$ cat config.mk
export PLATFORM = sky130hd
export DESIGN_NAME = crs_top
export DESIGN_NICKNAME = d
export VERILOG_FILES = /design/src/rtl/crs_pkg.sv /design/src/rtl/crs_top.sv /design/src/rtl/crs_core.sv
export SDC_FILE = /design/constraint.sdc
export NUM_CORES = 1
export LEC_CHECK = 0
export ABC_AREA = 1
export BUFFER_PORTS_ARGS = -buffer_cell sky130_fd_sc_hd__buf_2
export CELL_PAD_IN_SITES_DETAIL_PLACEMENT = 1
export CELL_PAD_IN_SITES_GLOBAL_PLACEMENT = 1
export CORE_ASPECT_RATIO = 0.9
export CORE_MARGIN = 2
export CORE_UTILIZATION = 39
export DETAILED_ROUTE_END_ITERATION = 12
export GPL_ROUTABILITY_DRIVEN = 0
export PLACE_DENSITY_LB_ADDON = 0.25
export SETUP_SLACK_MARGIN = 0.1
export SLEW_MARGIN = 10
export SYNTH_ARGS = -nofsm -noshare
export SYNTH_HDL_FRONTEND = slang
export SYNTH_SLANG_ARGS = --single-unit
$ cat constraint.sdc
create_clock -name clock -period 2.3 [get_ports clock]
set_clock_uncertainty 0.2 [all_clocks]
set_input_delay 0.46 -clock clock [delete_from_list [all_inputs] [get_ports clock]]
set_output_delay 0.46 -clock clock [all_outputs]
set_load 0.005 [all_outputs]
$ cat src/rtl/crs_pkg.sv
package crs_pkg;

	// ==========================================
	// Register byte addresses
	localparam logic [11:0] OFS_LOW_ADDR  = 12'hf49;
	localparam logic [11:0] OFS_HIGH_ADDR = 12'hf4c;
	localparam logic [11:0] OFS_SCAN_CON  = 12'hf4f;
	localparam logic [11:0] OFS_TRIG_SEL  = 12'hf50;
	localparam logic [11:0] OFS_DATA      = 12'hf74;
	localparam logic [11:0] OFS_ACC       = 12'hf76;
	localparam logic [11:0] OFS_SHIFT     = 12'hf78;
	localparam logic [11:0] OFS_TAPS      = 12'hf7a;
	localparam logic [11:0] OFS_CRC_CON   = 12'hf7c;
	localparam logic [11:0] OFS_LEN_CFG   = 12'hf7d;
	localparam logic [11:0] BYTE1         = 12'h001;
	localparam logic [11:0] BYTE2         = 12'h002;

	// ==========================================
	// Field positions
	localparam int CC_EN   = 7;
	localparam int CC_GO   = 6;
	localparam int CC_ZERO_AUGMENT_SELECT = 4;
	localparam int CC_SHR  = 1;
	localparam int SC_EN   = 7;
	localparam int SC_GO   = 6;
	localparam int SC_INTERRUPT_PRIORITY_SELECT = 3;

	// ==========================================
	// Reset values and sizes
	localparam logic [7:0]  CRC_CON_RST = 8'h00;
	localparam logic [7:0]  LEN_CFG_RST = 8'h00;
	localparam logic [15:0] ACC_RST     = 16'h0000;
	localparam logic [21:0] ADDR_RST    = 22'h000000;
	localparam int          NVM_AW      = 22;

	// ==========================================
	// Types
	typedef enum logic [1:0] {
		SM_CONC  = 2'b00,
		SM_BURST = 2'b01,
		SM_PEEK  = 2'b10,
		SM_TRIG  = 2'b11
	} crs_mode_t;

	typedef enum logic [1:0] {
		DBG_RUN  = 2'b00,
		DBG_WAIT = 2'b01,
		DBG_HALT = 2'b10
	} crs_dbg_t;

	typedef struct packed {
		logic [15:0] taps;
		logic [3:0]  word_length_minus_one;
		logic [3:0]  poly_length_minus_one;
		logic        zero_augment_select;
		logic        shr;
		logic        go;
	} crs_cfg_t;

endpackage : crs_pkg

$ cat src/rtl/crs_top.sv
`timescale 1ns/1ps
`default_nettype none
// Overview of operation
// - Data breakpoint in concurrent or triggered mode halts on the very next cycle.
// - A scan requested in the breakpoint cycle waits until debug exit.
// - In burst mode an external halt interrupts the burst after the access.
// - In concurrent or triggered mode, single step with a scan ready performs the read, then halts again.
// - In concurrent or triggered mode, a scan that would stall a software breakpoint completes first, then halts.
// - Breakpoint on the burst go instruction halts; exit sets go, burst completes.
// - CRC unit and scanner each disabled by their own disable bit.
// - Scanner disable counts only if scanner is available; else scanner unusable.
// - CRC enable bit releases unit from reset; clear holds it idle.
// - CRC go bit runs the shifter; clearing it stops shifting.
// - CRC busy reads 1 while shifting or pending, 0 when shifter empty.
// - Accumulate mode bit selects zero augmentation of the data.
// - Shift direction bit: 1 shifts right LSB first, 0 left MSB first.
// - Full flag reads 1 until the data word moves into the shifter.
// - Word length field plus one bits are shifted per word.
// - Polynomial length field plus one sets the active accumulator width.
// - Scan mode 11 triggered, 10 peek, 01 burst, 00 concurrent.
// - Scanner freezes during debug halt, state stays readable.
// - With go set, scanner reads memory when CRC ready, feeds the CRC.
module crs_top
	import crs_pkg::*;
(
	// Clock and reset
	input  wire logic              clock,
	input  wire logic              rstn,
	// Register port
	input  wire logic [11:0]       addr,
	input  wire logic [7:0]        wdata,
	input  wire logic              wr,
	input  wire logic              rd,
	output logic      [7:0]        rdata,
	// Module disable and configuration
	input  wire logic              checksum_unit_disable,
	input  wire logic              scanner_unit_disable,
	input  wire logic              scanner_available_config,
	// Memory read port
	output logic                   nvm_req,
	output logic      [NVM_AW-1:0] nvm_addr,
	input  wire logic              nvm_ack,
	input  wire logic [15:0]       nvm_data,
	// Core status and triggers
	input  wire logic              cpu_dead_cycle,
	input  wire logic              cpu_in_interrupt,
	input  wire logic [15:0]       triggers,
	output logic                   cpu_stall,
	// Debug
	input  wire logic              ext_halt_req,
	input  wire logic              data_breakpoint,
	input  wire logic              single_step,
	input  wire logic              software_breakpoint,
	input  wire logic              software_breakpoint_on_go,
	input  wire logic              debug_exit,
	output logic                   debug_halt
);

	logic [21:0] low_addr;
	logic [21:0] high_addr;
	logic        setup;
	logic        scan_en;
	logic        scan_go;
	logic        interrupt_priority_select;
	crs_mode_t   mode;
	logic [3:0]  trig_sel;
	logic        trig_pend;
	logic        reading;
	crs_dbg_t    dbg;
	logic        wait_start;
	logic        resume_go;
	logic [7:0]  crc_con;
	logic [7:0]  len_cfg;
	logic [15:1] taps;
	logic [7:0]  next_rdata;
	crs_cfg_t    cfg;
	logic [15:0] data_word;
	logic [15:0] acc;
	logic [15:0] shifter;
	logic        full;
	logic        crc_busy;
	logic        crc_clear;
	logic        crc_wr;
	logic        scan_wr;
	logic        scan_usable;
	logic        invalid;
	logic        trig_hit;
	logic        mode_ok;
	logic        int_block;
	logic        scan_want;
	logic        start;
	logic        done;
	logic        cc_mode;
	logic [1:0]  dat_we;
	logic [1:0]  acc_we;

	// ==========================================
	// Byte lane of a wide register
	function automatic logic [7:0] lane(input logic [23:0] w,
		input logic [1:0] k);
		lane = w[8*k +: 8];
	endfunction : lane

	// ==========================================
	// Enables and scan conditions
	assign crc_clear   = !crc_con[CC_EN] || checksum_unit_disable;
	assign crc_wr      = wr && !checksum_unit_disable;
	assign scan_usable = scanner_available_config && !scanner_unit_disable
		&& scan_en;
	assign scan_wr     = wr && scanner_available_config
		&& !scanner_unit_disable;
	assign invalid     = !setup || (low_addr > high_addr);
	assign trig_hit    = triggers[trig_sel];
	assign cc_mode     = (mode == SM_CONC) || (mode == SM_TRIG);
	assign int_block   = interrupt_priority_select && cpu_in_interrupt && (mode != SM_PEEK);
	assign done        = reading && nvm_ack;

	always_comb begin
		unique case (mode)
			SM_CONC:  mode_ok = 1'b1;
			SM_BURST: mode_ok = 1'b1;
			SM_PEEK:  mode_ok = cpu_dead_cycle;
			SM_TRIG:  mode_ok = trig_pend || trig_hit;
		endcase
	end

	assign scan_want = scan_usable && scan_go && !invalid && !full
		&& !reading && mode_ok && !int_block;
	assign start = scan_want && !data_breakpoint
		&& ((dbg == DBG_RUN) || ((dbg == DBG_WAIT) && wait_start));
	assign cpu_stall = (reading && (mode != SM_PEEK))
		|| ((mode == SM_BURST) && scan_go && scan_usable && !int_block
		&& (dbg == DBG_RUN));
	assign debug_halt = (dbg == DBG_HALT);
	assign nvm_req    = reading;
	assign nvm_addr   = low_addr;

	// ==========================================
	// CRC configuration
	assign cfg.taps = {taps, 1'b1};
	assign cfg.word_length_minus_one = len_cfg[7:4];
	assign cfg.poly_length_minus_one = len_cfg[3:0];
	assign cfg.zero_augment_select = crc_con[CC_ZERO_AUGMENT_SELECT];
	assign cfg.shr  = crc_con[CC_SHR];
	assign cfg.go   = crc_con[CC_GO];
	assign dat_we   = {crc_wr && (addr == OFS_DATA + BYTE1),
		crc_wr && (addr == OFS_DATA)};
	assign acc_we   = {crc_wr && (addr == OFS_ACC + BYTE1),
		crc_wr && (addr == OFS_ACC)};

	crs_core #(
		.W (16)
	) u_core (
		.clock      (clock),
		.rstn       (rstn),
		.clear      (crc_clear),
		.cfg        (cfg),
		.dat_we     (dat_we),
		.load_valid (done),
		.load_data  (nvm_data),
		.acc_we     (acc_we),
		.wbyte      (wdata),
		.data_word  (data_word),
		.acc        (acc),
		.shifter    (shifter),
		.full       (full),
		.busy       (crc_busy)
	);

	// ==========================================
	// CRC registers
	always_ff @(posedge clock or negedge rstn) begin
		if (!rstn) begin
			crc_con <= CRC_CON_RST;
			len_cfg <= LEN_CFG_RST;
			taps    <= '0;
		end else if (crc_wr) begin
			unique case (addr)
				OFS_CRC_CON: crc_con <= wdata;
				OFS_LEN_CFG: len_cfg <= wdata;
				OFS_TAPS: taps[7:1] <= wdata[7:1];
				OFS_TAPS + BYTE1: taps[15:8] <= wdata;
				default: ;
			endcase
		end
	end

	// ==========================================
	// Scanner control
	always_ff @(posedge clock or negedge rstn) begin
		if (!rstn) begin
			scan_en  <= 1'b0;
			interrupt_priority_select     <= 1'b0;
			mode     <= SM_CONC;
			trig_sel <= 4'h0;
		end else if (scan_wr && (addr == OFS_SCAN_CON)) begin
			scan_en <= wdata[SC_EN];
			interrupt_priority_select    <= wdata[SC_INTERRUPT_PRIORITY_SELECT];
			mode    <= crs_mode_t'(wdata[1:0]);
		end else if (scan_wr && (addr == OFS_TRIG_SEL)) begin
			trig_sel <= wdata[3:0];
		end
	end

	// Go bit: hardware clears, software set wins
	always_ff @(posedge clock or negedge rstn) begin
		if (!rstn)
			scan_go <= 1'b0;
		else if (!scan_usable && !(scan_wr && (addr == OFS_SCAN_CON)))
			scan_go <= 1'b0;
		else if (scan_wr && (addr == OFS_SCAN_CON))
			scan_go <= wdata[SC_GO] && wdata[SC_EN];
		else if (debug_halt && debug_exit && resume_go)
			scan_go <= 1'b1;
		else if (invalid || (done && (low_addr == high_addr)))
			scan_go <= 1'b0;
	end

	// Address registers
	always_ff @(posedge clock or negedge rstn) begin
		if (!rstn) begin
			low_addr  <= ADDR_RST;
			high_addr <= ADDR_RST;
			setup     <= 1'b0;
		end else if (scan_wr) begin
			unique case (addr)
				OFS_LOW_ADDR: low_addr[7:0] <= wdata;
				OFS_LOW_ADDR + BYTE1: low_addr[15:8] <= wdata;
				OFS_LOW_ADDR + BYTE2: low_addr[21:16] <= wdata[5:0];
				OFS_HIGH_ADDR: high_addr[7:0] <= wdata;
				OFS_HIGH_ADDR + BYTE1: high_addr[15:8] <= wdata;
				OFS_HIGH_ADDR + BYTE2: high_addr[21:16] <= wdata[5:0];
				default: ;
			endcase
			if ((addr >= OFS_HIGH_ADDR) && (addr <= OFS_HIGH_ADDR + BYTE2))
				setup <= 1'b1;
		end else if (done) begin
			low_addr <= low_addr + 22'h000001;
		end
	end

	// Trigger latch, consumption wins over a new trigger
	always_ff @(posedge clock or negedge rstn) begin
		if (!rstn)
			trig_pend <= 1'b0;
		else if (!scan_usable)
			trig_pend <= 1'b0;
		else if ((mode == SM_TRIG) && trig_hit && !start)
			trig_pend <= 1'b1;
		else if (start)
			trig_pend <= 1'b0;
	end

	// Memory access
	always_ff @(posedge clock or negedge rstn) begin
		if (!rstn)
			reading <= 1'b0;
		else if (start)
			reading <= 1'b1;
		else if (done || !scan_usable)
			reading <= 1'b0;
	end

	// ==========================================
	// Debug halt sequencing
	always_ff @(posedge clock or negedge rstn) begin
		if (!rstn) begin
			dbg        <= DBG_RUN;
			wait_start <= 1'b0;
			resume_go  <= 1'b0;
		end else begin
			unique case (dbg)
				DBG_RUN: begin
					if (data_breakpoint) begin
						dbg <= DBG_HALT;
					end else if (software_breakpoint_on_go && (mode == SM_BURST)) begin
						dbg       <= DBG_HALT;
						resume_go <= 1'b1;
					end else if (ext_halt_req) begin
						dbg <= reading ? DBG_WAIT : DBG_HALT;
						wait_start <= 1'b0;
					end else if ((single_step || software_breakpoint)
						&& cc_mode && (reading || scan_want)) begin
						dbg <= DBG_WAIT;
						wait_start <= !reading;
					end else if (single_step || software_breakpoint) begin
						dbg <= DBG_HALT;
					end
				end
				DBG_WAIT: begin
					if (start)
						wait_start <= 1'b0;
					else if (done || !reading)
						dbg <= DBG_HALT;
				end
				DBG_HALT: begin
					if (debug_exit) begin
						dbg       <= DBG_RUN;
						resume_go <= 1'b0;
					end
				end
				default: dbg <= DBG_RUN;
			endcase
		end
	end

	// ==========================================
	// Register read
	always_comb begin
		unique case (addr)
			OFS_LOW_ADDR: next_rdata = lane({2'b0, low_addr}, 2'd0);
			OFS_LOW_ADDR + BYTE1: next_rdata = lane({2'b0, low_addr}, 2'd1);
			OFS_LOW_ADDR + BYTE2: next_rdata = lane({2'b0, low_addr}, 2'd2);
			OFS_HIGH_ADDR: next_rdata = lane({2'b0, high_addr}, 2'd0);
			OFS_HIGH_ADDR + BYTE1: next_rdata = lane({2'b0, high_addr}, 2'd1);
			OFS_HIGH_ADDR + BYTE2: next_rdata = lane({2'b0, high_addr}, 2'd2);
			OFS_SCAN_CON: next_rdata = {scan_en, scan_go, reading, invalid,
				interrupt_priority_select, 1'b0, mode};
			OFS_TRIG_SEL: next_rdata = {4'h0, trig_sel};
			OFS_DATA: next_rdata = lane({8'h00, data_word}, 2'd0);
			OFS_DATA + BYTE1: next_rdata = lane({8'h00, data_word}, 2'd1);
			OFS_ACC: next_rdata = lane({8'h00, acc}, 2'd0);
			OFS_ACC + BYTE1: next_rdata = lane({8'h00, acc}, 2'd1);
			OFS_SHIFT: next_rdata = lane({8'h00, shifter}, 2'd0);
			OFS_SHIFT + BYTE1: next_rdata = lane({8'h00, shifter}, 2'd1);
			OFS_TAPS: next_rdata = {taps[7:1], 1'b1};
			OFS_TAPS + BYTE1: next_rdata = taps[15:8];
			OFS_CRC_CON: next_rdata = {crc_con[7:6], crc_busy,
				crc_con[4], 2'b00, crc_con[1], full};
			OFS_LEN_CFG: next_rdata = len_cfg;
			default: next_rdata = 8'h00;
		endcase
	end

	always_ff @(posedge clock or negedge rstn) begin
		if (!rstn)
			rdata <= 8'h00;
		else
			rdata <= rd ? next_rdata : 8'h00;
	end
endmodule : crs_top
`default_nettype wire

$ cat src/rtl/crs_core.sv
`timescale 1ns/1ps
`default_nettype none
module crs_core
	import crs_pkg::*;
#(
	parameter int W = 16
) (
	// Clock and reset
	input  wire logic         clock,
	input  wire logic         rstn,
	// Control
	input  wire logic         clear,
	input  wire crs_cfg_t     cfg,
	// Data word loading
	input  wire logic [1:0]   dat_we,
	input  wire logic         load_valid,
	input  wire logic [W-1:0] load_data,
	// Accumulator writes
	input  wire logic [1:0]   acc_we,
	input  wire logic [7:0]   wbyte,
	// State
	output logic      [W-1:0] data_word,
	output logic      [W-1:0] acc,
	output logic      [W-1:0] shifter,
	output logic              full,
	output logic              busy
);

	logic         shifting;
	logic [3:0]   cnt;
	logic         take;
	logic         bit_in;
	logic         top;
	logic         fb;
	logic [W-1:0] mask;
	logic [W-1:0] shl_acc;
	logic [W-1:0] shr_acc;
	logic [W-1:0] next_acc;

	if (W != 16) begin : g_chk
		$error("crs_core serves W of 16 only");
	end

	// ==========================================
	// Feedback
	assign take     = cfg.go && full && !shifting && !(|dat_we) && !load_valid;
	assign bit_in   = cfg.shr ? shifter[0] : shifter[cfg.word_length_minus_one];
	assign top      = cfg.shr ? acc[0] : acc[cfg.poly_length_minus_one];
	assign fb       = cfg.zero_augment_select ? top : (top ^ bit_in);
	assign mask     = ~({{(W-1){1'b1}}, 1'b0} << cfg.poly_length_minus_one);
	assign shl_acc  = {acc[W-2:0], cfg.zero_augment_select & bit_in};
	assign shr_acc  = (acc >> 1) | ((cfg.zero_augment_select & bit_in) ? (mask ^ (mask >> 1)) : '0);
	assign next_acc = ((cfg.shr ? shr_acc : shl_acc) ^ (fb ? cfg.taps : '0)) & mask;
	assign busy     = full || shifting;

	// ==========================================
	// Data word
	always_ff @(posedge clock or negedge rstn) begin
		if (!rstn) begin
			data_word <= '0;
			full      <= 1'b0;
		end else if (clear) begin
			full <= 1'b0;
		end else if (load_valid) begin
			data_word <= load_data;
			full      <= 1'b1;
		end else if (|dat_we) begin
			if (dat_we[0])
				data_word[7:0] <= wbyte;
			if (dat_we[1])
				data_word[15:8] <= wbyte;
			full <= full || dat_we[1] || !cfg.word_length_minus_one[3];
		end else if (take) begin
			full <= 1'b0;
		end
	end

	// ==========================================
	// Shifter
	always_ff @(posedge clock or negedge rstn) begin
		if (!rstn) begin
			shifting <= 1'b0;
			cnt      <= 4'h0;
			shifter  <= '0;
		end else if (clear) begin
			shifting <= 1'b0;
			shifter  <= '0;
		end else if (take) begin
			shifter  <= data_word;
			cnt      <= cfg.word_length_minus_one;
			shifting <= 1'b1;
		end else if (shifting && cfg.go) begin
			shifter  <= cfg.shr ? (shifter >> 1) : (shifter << 1);
			cnt      <= cnt - 4'h1;
			shifting <= (cnt != 4'h0);
		end
	end

	// ==========================================
	// Accumulator
	always_ff @(posedge clock or negedge rstn) begin
		if (!rstn)
			acc <= ACC_RST;
		else if (clear)
			acc <= ACC_RST;
		else if (|acc_we) begin
			if (acc_we[0])
				acc[7:0] <= wbyte;
			if (acc_we[1])
				acc[15:8] <= wbyte;
		end else if (shifting && cfg.go)
			acc <= next_acc;
	end
endmodule : crs_core
`default_nettype wire

# Word level (Yosys, flattened, before mapping)
# Cells that the tools add are included.
dict set report totals {
  register_bits 153
  input_bits 68
  out_inout_bits 33
  wordCells 270
}
dict set report op_classes {
  n_addsub 2
  order_cmp 6
  eq_ne 40
  shift 1
  mux 70
  bitwise_logic 9
  n_reduce_logical 112
}
# cell n
set ops {}
lappend ops {{12-bit equality test (second input constant)} 18}
lappend ops {{16-bit two-way mux} 12}
lappend ops {{8-bit one-hot mux with 18 select lines} 1}
lappend ops {{8-bit two-way mux} 7}
lappend ops {{1-bit logical AND} 44}
lappend ops {{22-bit two-way mux} 2}
lappend ops {{2-bit AND reduction} 15}
lappend ops {{1-bit two-way mux} 29}
lappend ops {{22-bit by 1-bit adder with 22-bit output (second input constant)} 1}
lappend ops {{22-bit equality test} 1}
lappend ops {{22-bit greater-than comparator} 1}
lappend ops {{2-bit two-way mux} 9}
lappend ops {{16-bit AND} 1}
lappend ops {{1-bit logical NOT} 16}
lappend ops {{16-bit NOT} 1}
lappend ops {{15-bit by 16-bit bitwise OR with 16-bit output} 1}
lappend ops {{2-bit nonzero test} 8}
lappend ops {{16-bit by 4-bit << shifter with 16-bit output (first input constant)} 1}
lappend ops {{16-bit by 15-bit XOR with 16-bit output} 1}
lappend ops {{16-bit XOR} 1}
lappend ops {{4-bit by 5-bit < comparator with 1-bit output (second input constant)} 3}
lappend ops {{1-bit logical OR} 14}
lappend ops {{1-bit binary-select mux with 4-bit select} 3}
lappend ops {{12-bit greater-or-equal comparator (second input constant)} 1}
lappend ops {{25 further kinds} 49}

# Longest topological paths before layout
# Gate-level depths: netlist of run 1.
dict set report logic_depth {
  ltp_word 16
  depth_mapped 20
  mapped_depth_nobuf 18
}

# Cells and area by module
# From an unflattened synthesis of run 1, not the netlist that was laid out.
dict set report unflattened {
  cells_unflattened 1626
  area_unflattened_um2 10764.1
}
# mod instances cells_per_inst area_each_um2 seq_area_each_um2
set modules_own_cells {}
lappend modules_own_cells {crs_top 1 928 6527.5 2377.3}
lappend modules_own_cells {crs_core 1 698 4236.6 1351.3}

# Worst setup path before layout of run 1
# No wires, ideal clock.
dict set report synth_timing {
  path_kind {register to register}
  from {reg low_addr[9] (netlist: nvm_addr[9])}
  to {reg wait_start}
  setup_time_ns 0.116
  t_arrival_ns 1.858
  required_time_ns 1.984
  slack_ns 0.125
  path_stages_with_launch 13
  n_path_buf 0
  synth_period_minus_slack_ns 2.175
  path_cell_list {dfrtp_1 -> ha_1 -> a21o_1 -> o21ai_0 -> nand2_1 -> nand2_1 -> nand3_1 -> a21oi_1 -> nand4_1 -> a21oi_1 -> nand2_1 -> nand2_1 -> nand2_1}
}
dict set report synth_between {
  elab_chain_cells 12
  elab_cells_between_ends 15
  classes_between {1 x order compare; 2 x eq/ne; 12 x reduce/logical}
}
# item line
set synth_lines {}
lappend synth_lines {{start: declaration} crs_top.sv:59} ;# logic [21:0] low_addr;
lappend synth_lines {{start signal: assignment} crs_top.sv:228} ;# OFS_LOW_ADDR + BYTE1: low_addr[15:8] <= wdata;
lappend synth_lines {{start signal: assignment} crs_top.sv:238} ;# low_addr <= low_addr + 22'h000001;
lappend synth_lines {{22-bit greater-than comparator (*)} crs_top.sv:112} ;# assign invalid = !setup || (low_addr > high_addr);
lappend synth_lines {{1-bit logical OR (*)} crs_top.sv:112}
lappend synth_lines {{1-bit logical NOT (*)} crs_top.sv:127} ;# assign scan_want = scan_usable && scan_go && !invalid && !full
lappend synth_lines {{1-bit logical AND (*) (2 in a row)} crs_top.sv:127}
lappend synth_lines {{1-bit logical AND (*) (3 in a row)} crs_top.sv:128} ;# && !reading && mode_ok && !int_block;
lappend synth_lines {{1-bit logical OR or 1-bit logical AND (tied branches)} {crs_top.sv:283, crs_top.sv:129}}
lappend synth_lines {{1-bit logical AND, on equally long branches} {crs_top.sv:283, crs_top.sv:130}}
lappend synth_lines {{3-bit by 2-bit inequality test with 1-bit output (no source line) or 2-bit inequality test (tied branches)} -}
lappend synth_lines {{5-bit AND reduction (no source line) (*)} -}
lappend synth_lines {{end signal: assignment} crs_top.sv:285} ;# wait_start <= !reading;
lappend synth_lines {{end: declaration} crs_top.sv:70} ;# logic wait_start;
# Every way passes the cells marked *; elsewhere a longest branch is shown, timed or not.
# A chain may end at the register's enable or synchronous reset.

# Worst setup path in the final report of run 1
dict set report layout_timing {
  from {reg high_addr[18]}
  to {reg wait_start}
}
dict set report layout_between {
  elab_chain_cells 12
  elab_cells_between_ends 15
  classes_between {1 x order compare; 2 x eq/ne; 12 x reduce/logical}
}
# item line
set layout_lines {}
lappend layout_lines {{start: declaration} crs_top.sv:60} ;# logic [21:0] high_addr;
lappend layout_lines {{start signal: assignment} crs_top.sv:232} ;# OFS_HIGH_ADDR + BYTE2: high_addr[21:16] <= wdata[5:0];
lappend layout_lines {{22-bit greater-than comparator (*)} crs_top.sv:112}
lappend layout_lines {{1-bit logical OR (*)} crs_top.sv:112}
lappend layout_lines {{1-bit logical NOT (*)} crs_top.sv:127}
lappend layout_lines {{1-bit logical AND (*) (2 in a row)} crs_top.sv:127}
lappend layout_lines {{1-bit logical AND (*) (3 in a row)} crs_top.sv:128}
lappend layout_lines {{1-bit logical OR or 1-bit logical AND (tied branches)} {crs_top.sv:283, crs_top.sv:129}}
lappend layout_lines {{1-bit logical AND, on equally long branches} {crs_top.sv:283, crs_top.sv:130}}
lappend layout_lines {{3-bit by 2-bit inequality test with 1-bit output (no source line) or 2-bit inequality test (tied branches)} -}
lappend layout_lines {{5-bit AND reduction (no source line) (*)} -}
# Marks and branches as above.

==> results of run 1 <==
==> registers in the layout, summed over array words and instances, names as in the netlist <==
name	flops
u_core.shifting	1
dbg	2
nvm_addr	22
rdata	8
u_core.shifter	16
u_core.cnt	4
u_core.full	1
scan_go	1
interrupt_priority_select	1
resume_go	1
trig_pend	1
high_addr	22
trig_sel	4
u_core.data_word	16
u_core.acc	16
setup	1
len_cfg	8
mode	2
taps	15
wait_start	1
scan_en	1
nvm_req	1
crc_con	4
==> area by class of cell <==
class                           instances  share of cell area
Tap cell                              348             0.03031
Multi-Input combinational cell       1128              0.4504
Clock buffer                           17             0.02961
Sequential cell                       149              0.2600
Timing Repair Buffer                  339              0.1707
Timing Repair inverter                  1           0.0004355
Clock inverter                         15            0.009232
Inverter                              184             0.04929
==> power by group through the flow <==
| stage | Combinational [W] | Clock [W] | Sequential (W) |
|---|---|---|---|
| 2_1_floorplan | 0.000285 | 0 | 0.00275 |
| 3_3_place_gp | 0.000615 | 0 | 0.00275 |
| 3_5_place_dp | 0.000631 | 0 | 0.00275 |
| 4_1_cts | 0.000674 | 0.00279 | 0.00270 |
| 5_1_grt | 0.000796 | 0.00290 | 0.00271 |
| 6_report | 0.000727 | 0.00279 | 0.00271 |
==> worst paths after layout <==
kind / from / to / cells past startpoint
max in group asynchronous: rstn / len_cfg[0] / 3
worst max register to register: high_addr[18] / wait_start / 13
worst min-delay path: nvm_ack / nvm_req / 3
worst max-delay path: high_addr[18] / wait_start / 13
worst min register to register: wait_start / wait_start / 2
min in group asynchronous: rstn / u_core.data_word[5] / 2
==> metrics by stage <==
stage	std cells	setup slack, ns	total power, W	TNS (ns)
after floorplan	1505	0.1255	0.003033	0
after global placement	2107	-0.2795	0.003361	-2.929
after detailed placement	2107	-0.3111	0.003379	-5.363
after CTS	2161	-0.07411	0.006160	-0.1122
after global routing	2181	-0.2829	0.006406	-3.369
final	2181	-0.1692	0.006222	-1.030
==> cells by family (layout without fill, tap and decap cells) <==
group / Yosys count / after routing / share of synthesized area
multiplexers: 6 / 6 / 0.006382
adder cells (fa/ha/maj): 28 / 28 / 0.03372
AND/OR/NAND/NOR: 765 / 768 / 0.3209
AO/OA/AOI/OAI: 315 / 315 / 0.1773
flip-flops: 149 / 149 / 0.3589
XOR/XNOR: 11 / 11 / 0.009272
buffers and inverters: 231 / 556 / 0.09357
==> cells in the mapped netlist, drive strengths merged (2+ instances only) <==
cell type	instances
dfrtp	149
nor4	8
nand4	44
mux2	5
clkbuf	19
a211oi	2
buf	28
a31oi	12
inv	182
and3	2
o311ai	2
nand2	439
a21oi	62
a22oi	5
a221oi	17
or2	9
clkinv	2
o22ai	45
o32ai	5
ha	28
nor3	19
o21ai	149
o211ai	7
nand3	67
xor2	10
nor2	174
==> cell usage in the layout, fill, tap and decap left out, drive strengths merged, types with 28 or more instances in the layout <==
cell type	Yosys	routed
nand2	439	442
buf	28	338
inv	182	193
nor2	174	174
dfrtp	149	149
o21ai	149	149
nand3	67	67
a21oi	62	62
o22ai	45	45
nand4	44	44
ha	28	28
==> worst max-delay path: stages, from the launching register on <==
cell and delay, ns:
dfrtp_1 0.37, inv_1 0.09, ha_1 0.32, nand2_2 0.07
nor2_4 0.11, nand2_2 0.08, inv_2 0.06, nand4_1 0.17
a21oi_4 0.28, nand4_1 0.21, a21oi_2 0.22, nand2_1 0.08
nand2_1 0.06, nand2_1 0.04
==> routing by layer <==
metal,share of wire,wire (um)
met1,0.40,20350
met2,0.46,23600
met3,0.084,4286
met4,0.054,2740
met5,0,0
==> timing repair <==
item	CTS	global route
endpoints found under the hold margin	149	0
setup endpoints to repair	29	42
pin swaps	54	73
cloned	3	1
hold buffers	1	0
buffers inserted	18	19
gates resized for setup	95	115
==> impl_metrics.tcl, run 1 <==
set metrics [dict create \
    run_status "finished with violations" \
    pin_count 101 \
    first_iter_violations 1221 \
    htreeDepth 4 \
    startpoint_type "register" \
    overflow 0 \
    clock_sinks 149 \
    synthCells 1505 \
    die_y_um 158.8 \
    layout_setup_ws_ns -0.1692 \
    timing_max_transition_violations_final 0 \
    synth_seq_cells 149 \
    p_switching_w 0.001862 \
    grt_use_met1 0.4583 \
    portBuffers 100 \
    rsz0062_at_grt "yes" \
    core-area_um2 26140 \
    synth_flop_cell "dfrtp_1" \
    fin_crit_ns 2.469 \
    ys_seq_area_frac 0.3589 \
    synth_warnings 0 \
    grt_pass1_wl_um 75760 \
    n_antenna_cell 0 \
    hold_ws_ns 0.1193 \
    violations "negative setup slack" \
    netlist-cell-type-count 57 \
    place_area_um2 12630 \
    reg2reg_slack_ns -0.17 \
    drt-total-wl_um 50970 \
    multi_input_area_um2 6471 \
    pwr-share-clk 0.448 \
    critPathKind "reg2reg" \
    critPathRequiredTime_ns 2.44 \
    hold_viol 0 \
    fmax_mhz 405.0 \
    critPathMaxFanout 3 \
    internal_power_w 0.004361 \
    n_fill_cell 3355 \
    synth-async-reset-ratio 1.000 \
    die_w_um 176.1 \
    hp-class "in2reg" \
    dp.final_hpwl_um 36780 \
    yosysTopAreaCellShare 0.3589 \
    final_util 0.5497 \
    track_usage 0.3526 \
    layout-drive-gt1-share 0.3295 \
    ant_nets 0 \
    cts_buffers 17 \
    swShare 0.2992 \
    p_leak_nw 7.061 \
    finalSetupViolCount 12 \
    detail_route.wl_per_cell_um 23.37 \
    area_growth_pct 38.27 \
    yosys-top-cells-area "dfrtp_1 36%, nand2_1 16%, o21ai_0 6.1%" \
    avgSynthCellArea_um2 6.904 \
    die_area_um2 27960 \
    crit_path_end_kind "register" \
    clk_latency_ns 0.44 \
    via_count 12842 \
    fin_area_um2 14370 \
    drc 0 \
    use_met2 0.5608 \
    yosys.area.top_type "dfrtp_1" \
    p_seq_frac 0.435 \
    nets 1916 \
    start_util 0.3975 \
    grt_pass1_vias 13071 \
    fin_crit_sh 1.074 \
    grt_max_degree 57 \
    power.density_nw_per_um2 433.1 \
    synth-edff-count 0 \
    max_slew_margin 0.6486 \
    drv_cap 0 \
    synth_area_um2 10390 \
    peakVddDrop_mv 0.5087 \
    arrival_ns 2.61 \
    cts_max_path_buffers 2 \
    grt_busiest_layer "met2" \
    rows 56 \
    regArea_um2 3735 \
    avgViaCountPerCell 5.888 \
    worst-slew-pin-transition_ns 0.5266 \
    cts_tree "yes" \
    gr-usage-met3 0.06729 \
    antenna_found_initial 1 \
    cts_root_buf "clkbuf_16" \
    pwr-share-comb 0.117 \
    syn-num-nets 1601 \
    first_pass_iters 5 \
    clk_pin_slew_ns 0.07 \
]
Note: power is estimated with default switching activity, not from simulation.
==> run 2: changes to the inputs <==
Settings changed: CORE_ASPECT_RATIO 0.9 to 1.25.
==> run 2 against run 1 <==
The run still ends with negative setup slack left. Sequential share of layout area down 0.22 points. Global-route usage increased by 2.0 points. Register-to-register slack got worse by 0.11 ns. Largest cell class unchanged.
==> impl_metrics.tcl, run 2 (same netlist as run 1, synthesis figures left out) <==
set metrics [dict create \
    run_status "finished with violations" \
    violations "negative setup slack" \
    reg2reg_slack_ns -0.27 \
    final_cell_mix "389 x nand2_1, 228 x buf_4, 145 x nor2_1, 145 x dfrtp_1, 141 x inv_1" \
    pin_count 101 \
    path_common_cell "nand2_1" \
    p_total_w 0.006609 \
    cp.depth 15 \
    layout_commonest_cell "nand2_1" \
    rows 66 \
    dp.cells 2111 \
    clk_latency_ns 0.46 \
    arrival_ns 2.72 \
    critPathRequiredTime_ns 2.45 \
    hold_viol 0 \
    crit_family "simple AND/OR/NAND/NOR gates" \
    first_iter_violations 1426 \
    finalSetupViolCount 30 \
    portBuffers 100 \
    max_stage_delay_ns 0.37 \
    track_usage 0.3723 \
    hold_ws_ns 0.1373 \
    grt_pass1_wl_um 79090 \
    rsz0062_at_grt "yes" \
    cts_max_path_buffers 2 \
    max_slew_margin 0.5754 \
    detail_route.wl_per_cell_um 25.73 \
    die_y_um 186.5 \
    via_count 13356 \
    ant_nets 0 \
    r2r-start "high_addr[7]" \
    layout-drive-gt1-share 0.3203 \
    fin_crit_ns 2.574 \
    path_buf_inv 2 \
    fmax_mhz 388.5 \
    overflow 0 \
    first_pass_iters 6 \
    htreeDepth 4 \
    fin_crit_sh 1.119 \
    cts_buffers 17 \
    layout_setup_ws_ns -0.2742 \
    grt_max_degree 50 \
    core-area_um2 26100 \
    drv_cap 0 \
    antenna_found_initial 1 \
    nets 1928 \
    clk_pin_slew_ns 0.07 \
    grt_pass1_vias 13572 \
    cts_tree "yes" \
    worstPathCellList "inv_1 -> ha_1 -> nand2_1 -> a21oi_2 -> o21ai_1 -> nand2_1 -> nand2_1 -> nand3_4 -> a21oi_2 -> buf_4 -> nand4_1 -> nand2_1 -> nand2_2 -> a21oi_2 -> nor2_1" \
    rr_worst_depth 15 \
    finalNonFillerCells 2185 \
    die_w_um 150.0 \
    area_growth_pct 39.43 \
    drc 0 \
    wl_met3_um 4716 \
    crit_path_end "dbg[1]" \
    hp-class "in2reg" \
    dp_slack_ns -0.3634 \
    r2r-end "dbg[1]" \
    peakVddDrop_mv 0.5515 \
    wl_met2_um 26590 \
    start_util 0.3982 \
    die_area_um2 27970 \
    n_antenna_cell 0 \
    critPathMaxFanout 4 \
    timing_max_transition_violations_final 0 \
    clock_sinks 149 \
    power.density_nw_per_um2 456.3 \
    critPathKind "reg2reg" \
    dp.final_hpwl_um 36980 \
    cp_slowest_cell "dfrtp_1" \
    drt-total-wl_um 56210 \
    worst-slew-pin-transition_ns 0.6362 \
    wl_met1_um 20210 \
    cts_root_buf "clkbuf_16" \
    avgViaCountPerCell 6.113 \
    p_leak_nw 7.109 \
    crit_path_end_kind "register" \
    startpoint "high_addr[7]" \
    startpoint_type "register" \
    maxUsedRoutingLayer "met4" \
]
[run 2: cell count changes in the layout (fill, tap and decap cells not counted), sizes merged]
| cell | change |
|---|---|
| buf | +12 |
| inv | -10 |
| clkinvlp | +5 |
| bufinv | +4 |
| clkbuf | +1 |
[run 2: final cells by class]
class	count	area [um2]
well taps	340	425.4
multi-input cells	1128	6444
repair inverters	1	5.005
repair buffers	351	2537
fillers	3379	11610
clock inverters	14	201.4
flip-flops and latches	149	3734
inverters	184	710.7
clock buffers	18	429.2
[run 2: where the power goes]
group,internal [W],switching [W]
Sequential,0.00267,0.0000517
Clock,0.00183,0.00130
Combinational,0.000277,0.000492
Total,0.00477,0.00184
[run 2: repair_timing]
action                                  CTS  global route
resized for setup                        87           114
cloned                                    4             1
hold buffers                              1             0
endpoints found under the setup margin   27            46
hold endpoints to repair                 33             0
pin swaps                                46            55
setup buffers                            13            23
[run 2: worst register-to-register path, delay by kind of cell (launching register included)]
kind	cells	cell delay, ns
AO/OA/AOI/OAI	4	0.51
adder cells (fa/ha/maj)	1	0.30
buffers and inverters	2	0.21
flip-flops	1	0.37
AND/OR/NAND/NOR	8	0.86
[run 2: how the worst min path moves through the flow]
stage	startpoint	end	cells past startpoint
after floorplan	rstn	crc_con[1]	0
after global placement	rstn	dbg[1]	1
after detailed placement	rstn	dbg[1]	1
after CTS	nvm_ack	nvm_req	3
after global routing	nvm_ack	nvm_req	3
final	nvm_ack	nvm_req	3
[run 2: per-layer routing]
metal / vias up / global-route usage
met1: 6534 / 0.4379
met4: 0 / 0.2573
li1: 5689 / -
met3: 293 / 0.06210
met5: - / 0
met2: 840 / 0.6133
[run 2: metrics by stage]
step / util / instance area [um2] / TNS, ns
2_1_floorplan: - / 10390 / 0
3_3_place_gp: 0.4874 / 12720 / -2.498
3_5_place_dp: 0.4874 / 12720 / -6.022
4_1_cts: 0.5308 / 13850 / -0.3132
5_1_grt: 0.5551 / 14490 / -6.712
6_report: 0.5551 / 14490 / -2.857
==> run 3: changes to the inputs <==
Settings changed: BUFFER_PORTS_ARGS -buffer_cell sky130_fd_sc_hd__buf_2 to not set, CORE_UTILIZATION 39 to 42, DONT_BUFFER_PORTS set to 1.
==> run 3 against run 2 <==
The run ends with negative hold slack, negative setup slack left. Via count fell by 5.8%. Sequential share of layout area rose by 1.6 points. Global-route usage fell by 0.14 points.
==> impl_metrics.tcl, run 3 (same netlist as run 1, synthesis figures left out) <==
set metrics [dict create \
    arrival_ns 2.81 \
    hp-class "in2async" \
    layout_setup_ws_ns -0.3653 \
    cp_slowest_cell "dfrtp_1" \
    via_count 12584 \
    avgViaCountPerCell 6.178 \
    final_util 0.5588 \
    startpoint "high_addr[3]" \
    timing_max_transition_violations_final 0 \
    fin_crit_sh 1.159 \
    max_stage_delay_ns 0.42 \
    path_buf_inv 2 \
    die_area_um2 26020 \
    ant_nets 0 \
    fin_area_um2 13650 \
    path_common_cell "nand2_1" \
    layout-drive-gt1-share 0.2683 \
    peakVddDrop_mv 0.5575 \
    n_antenna_cell 0 \
    hold_viol 149 \
    finalSetupViolCount 27 \
    crit_family "simple AND/OR/NAND/NOR gates" \
    cts_buffers 17 \
    first_iter_violations 1205 \
    drt-total-wl_um 52650 \
    nets 1791 \
    hold_ws_ns -0.4994 \
    reg2reg_slack_ns -0.37 \
    die_y_um 179.9 \
    grt_max_degree 150 \
    drc 0 \
    violations "negative hold slack, negative setup slack" \
    tns_ns -3.117 \
    regArea_um2 3736 \
    cts_root_buf "clkbuf_16" \
    rr_worst_depth 15 \
    cts_tree "yes" \
    clock_sinks 149 \
    drv_cap 0 \
    worst-slew-pin-transition_ns 0.8626 \
    critPathKind "reg2reg" \
    dp.final_hpwl_um 35210 \
    cp.depth 15 \
    n_fill_cell 3125 \
    max_slew_margin 0.4211 \
    rsz0062_at_grt "yes" \
    multi_input_area_um2 6405 \
    final_cell_mix "378 x nand2_1, 196 x buf_4, 147 x inv_1, 147 x nor2_1, 143 x dfrtp_1" \
    clk_latency_ns 0.46 \
    layout_commonest_cell "nand2_1" \
    fmax_mhz 375.2 \
    grt_pass1_vias 12486 \
    run_status "finished with violations" \
    crit_path_end_kind "register" \
    r2r-start "high_addr[3]" \
    grt_pass1_wl_um 72430 \
    antenna_found_initial 0 \
    track_usage 0.3709 \
    pin_count 101 \
    critPathMaxFanout 4 \
    cts_hold_buf 5 \
    area_growth_pct 31.36 \
    overflow 0 \
    htreeDepth 4 \
    worstPathCellList "inv_2 -> ha_4 -> nand2_1 -> nor2_4 -> o21ai_1 -> o211ai_1 -> nand2_1 -> nand3_2 -> a21oi_2 -> buf_6 -> nand4_1 -> a21oi_2 -> nand2_1 -> nand2_1 -> nand2_1" \
    first_pass_iters 7 \
    start_util 0.4254 \
    rows 64 \
    fin_crit_ns 2.665 \
    p_leak_nw 6.560 \
    cts_max_path_buffers 2 \
    clk_pin_slew_ns 0.06 \
    die_w_um 144.7 \
    critPathRequiredTime_ns 2.44 \
    detail_route.wl_per_cell_um 25.85 \
    power.density_nw_per_um2 461.6 \
    place_area_um2 11920 \
    portBuffers 0 \
    core-area_um2 24420 \
    startpoint_type "register" \
    r2r-end "wait_start" \
]
## run 3: cell types whose count changed in the layout (fill, tap and decap cells not counted), moves of 11 or more
cell | before | now
nand3_2 | 12 | 23
buf_4 | 228 | 196
buf_2 | 99 | 0
nand2_1 | 389 | 378
nand3_1 | 53 | 41
## run 3: layer usage
metal | part of all wire | vias up | GRT usage
met5 | 0 | - | 0
met4 | 0.084 | 0 | 0.2318
met3 | 0.081 | 275 | 0.07352
met2 | 0.47 | 723 | 0.6129
met1 | 0.36 | 6193 | 0.4369
li1 | - | 5393 | -
## run 3: what timing repair did
action                     in CTS  in global routing
buffers inserted               11                 21
gates resized for setup        79                116
hold endpoints to repair      154                149
cloned                          4                  0
pin swaps                      43                 78
setup endpoints to repair      32                 37
## run 3: worst max path at each step
| stage | end | slack [ns] |
|---|---|---|
| floorplan | wait_start | 0.13 |
| global placement | rdata[3] | -0.12 |
| detailed placement | u_core.shifter[13] | -0.18 |
| CTS | dbg[1] | -0.11 |
| global route | wait_start | -0.46 |
| finish | wait_start | -0.37 |
## run 3: stage by stage
stage,setup slack [ns],total power (W),instances
after detailed placement,-0.1802,0.003212,1967
after floorplan,0.1255,0.003033,1505
final,-0.3653,0.006300,2037
after global routing,-0.4610,0.006460,2037
after CTS,-0.1080,0.006195,2017
after global placement,-0.1194,0.003188,1967
## run 3: where the power goes
part	total [W]	internal (W)	switching (W)	leakage, nW
combinational	0.000571	0.000205	0.000366	4.32
clock	0.00301	0.00178	0.00123	0.296
sequential	0.00272	0.00266	0.0000516	1.95
## run 3: layout make-up
| cell class | count | area share |
|---|---|---|
| multi-input cells | 1125 | 0.4693 |
| flip-flops and latches | 149 | 0.2737 |
| repair buffers | 217 | 0.1308 |
| inverters | 184 | 0.05134 |
| clock buffers | 22 | 0.03475 |
| well taps | 330 | 0.03025 |
| clock inverters | 9 | 0.009259 |
| repair inverters | 1 | 0.0005501 |
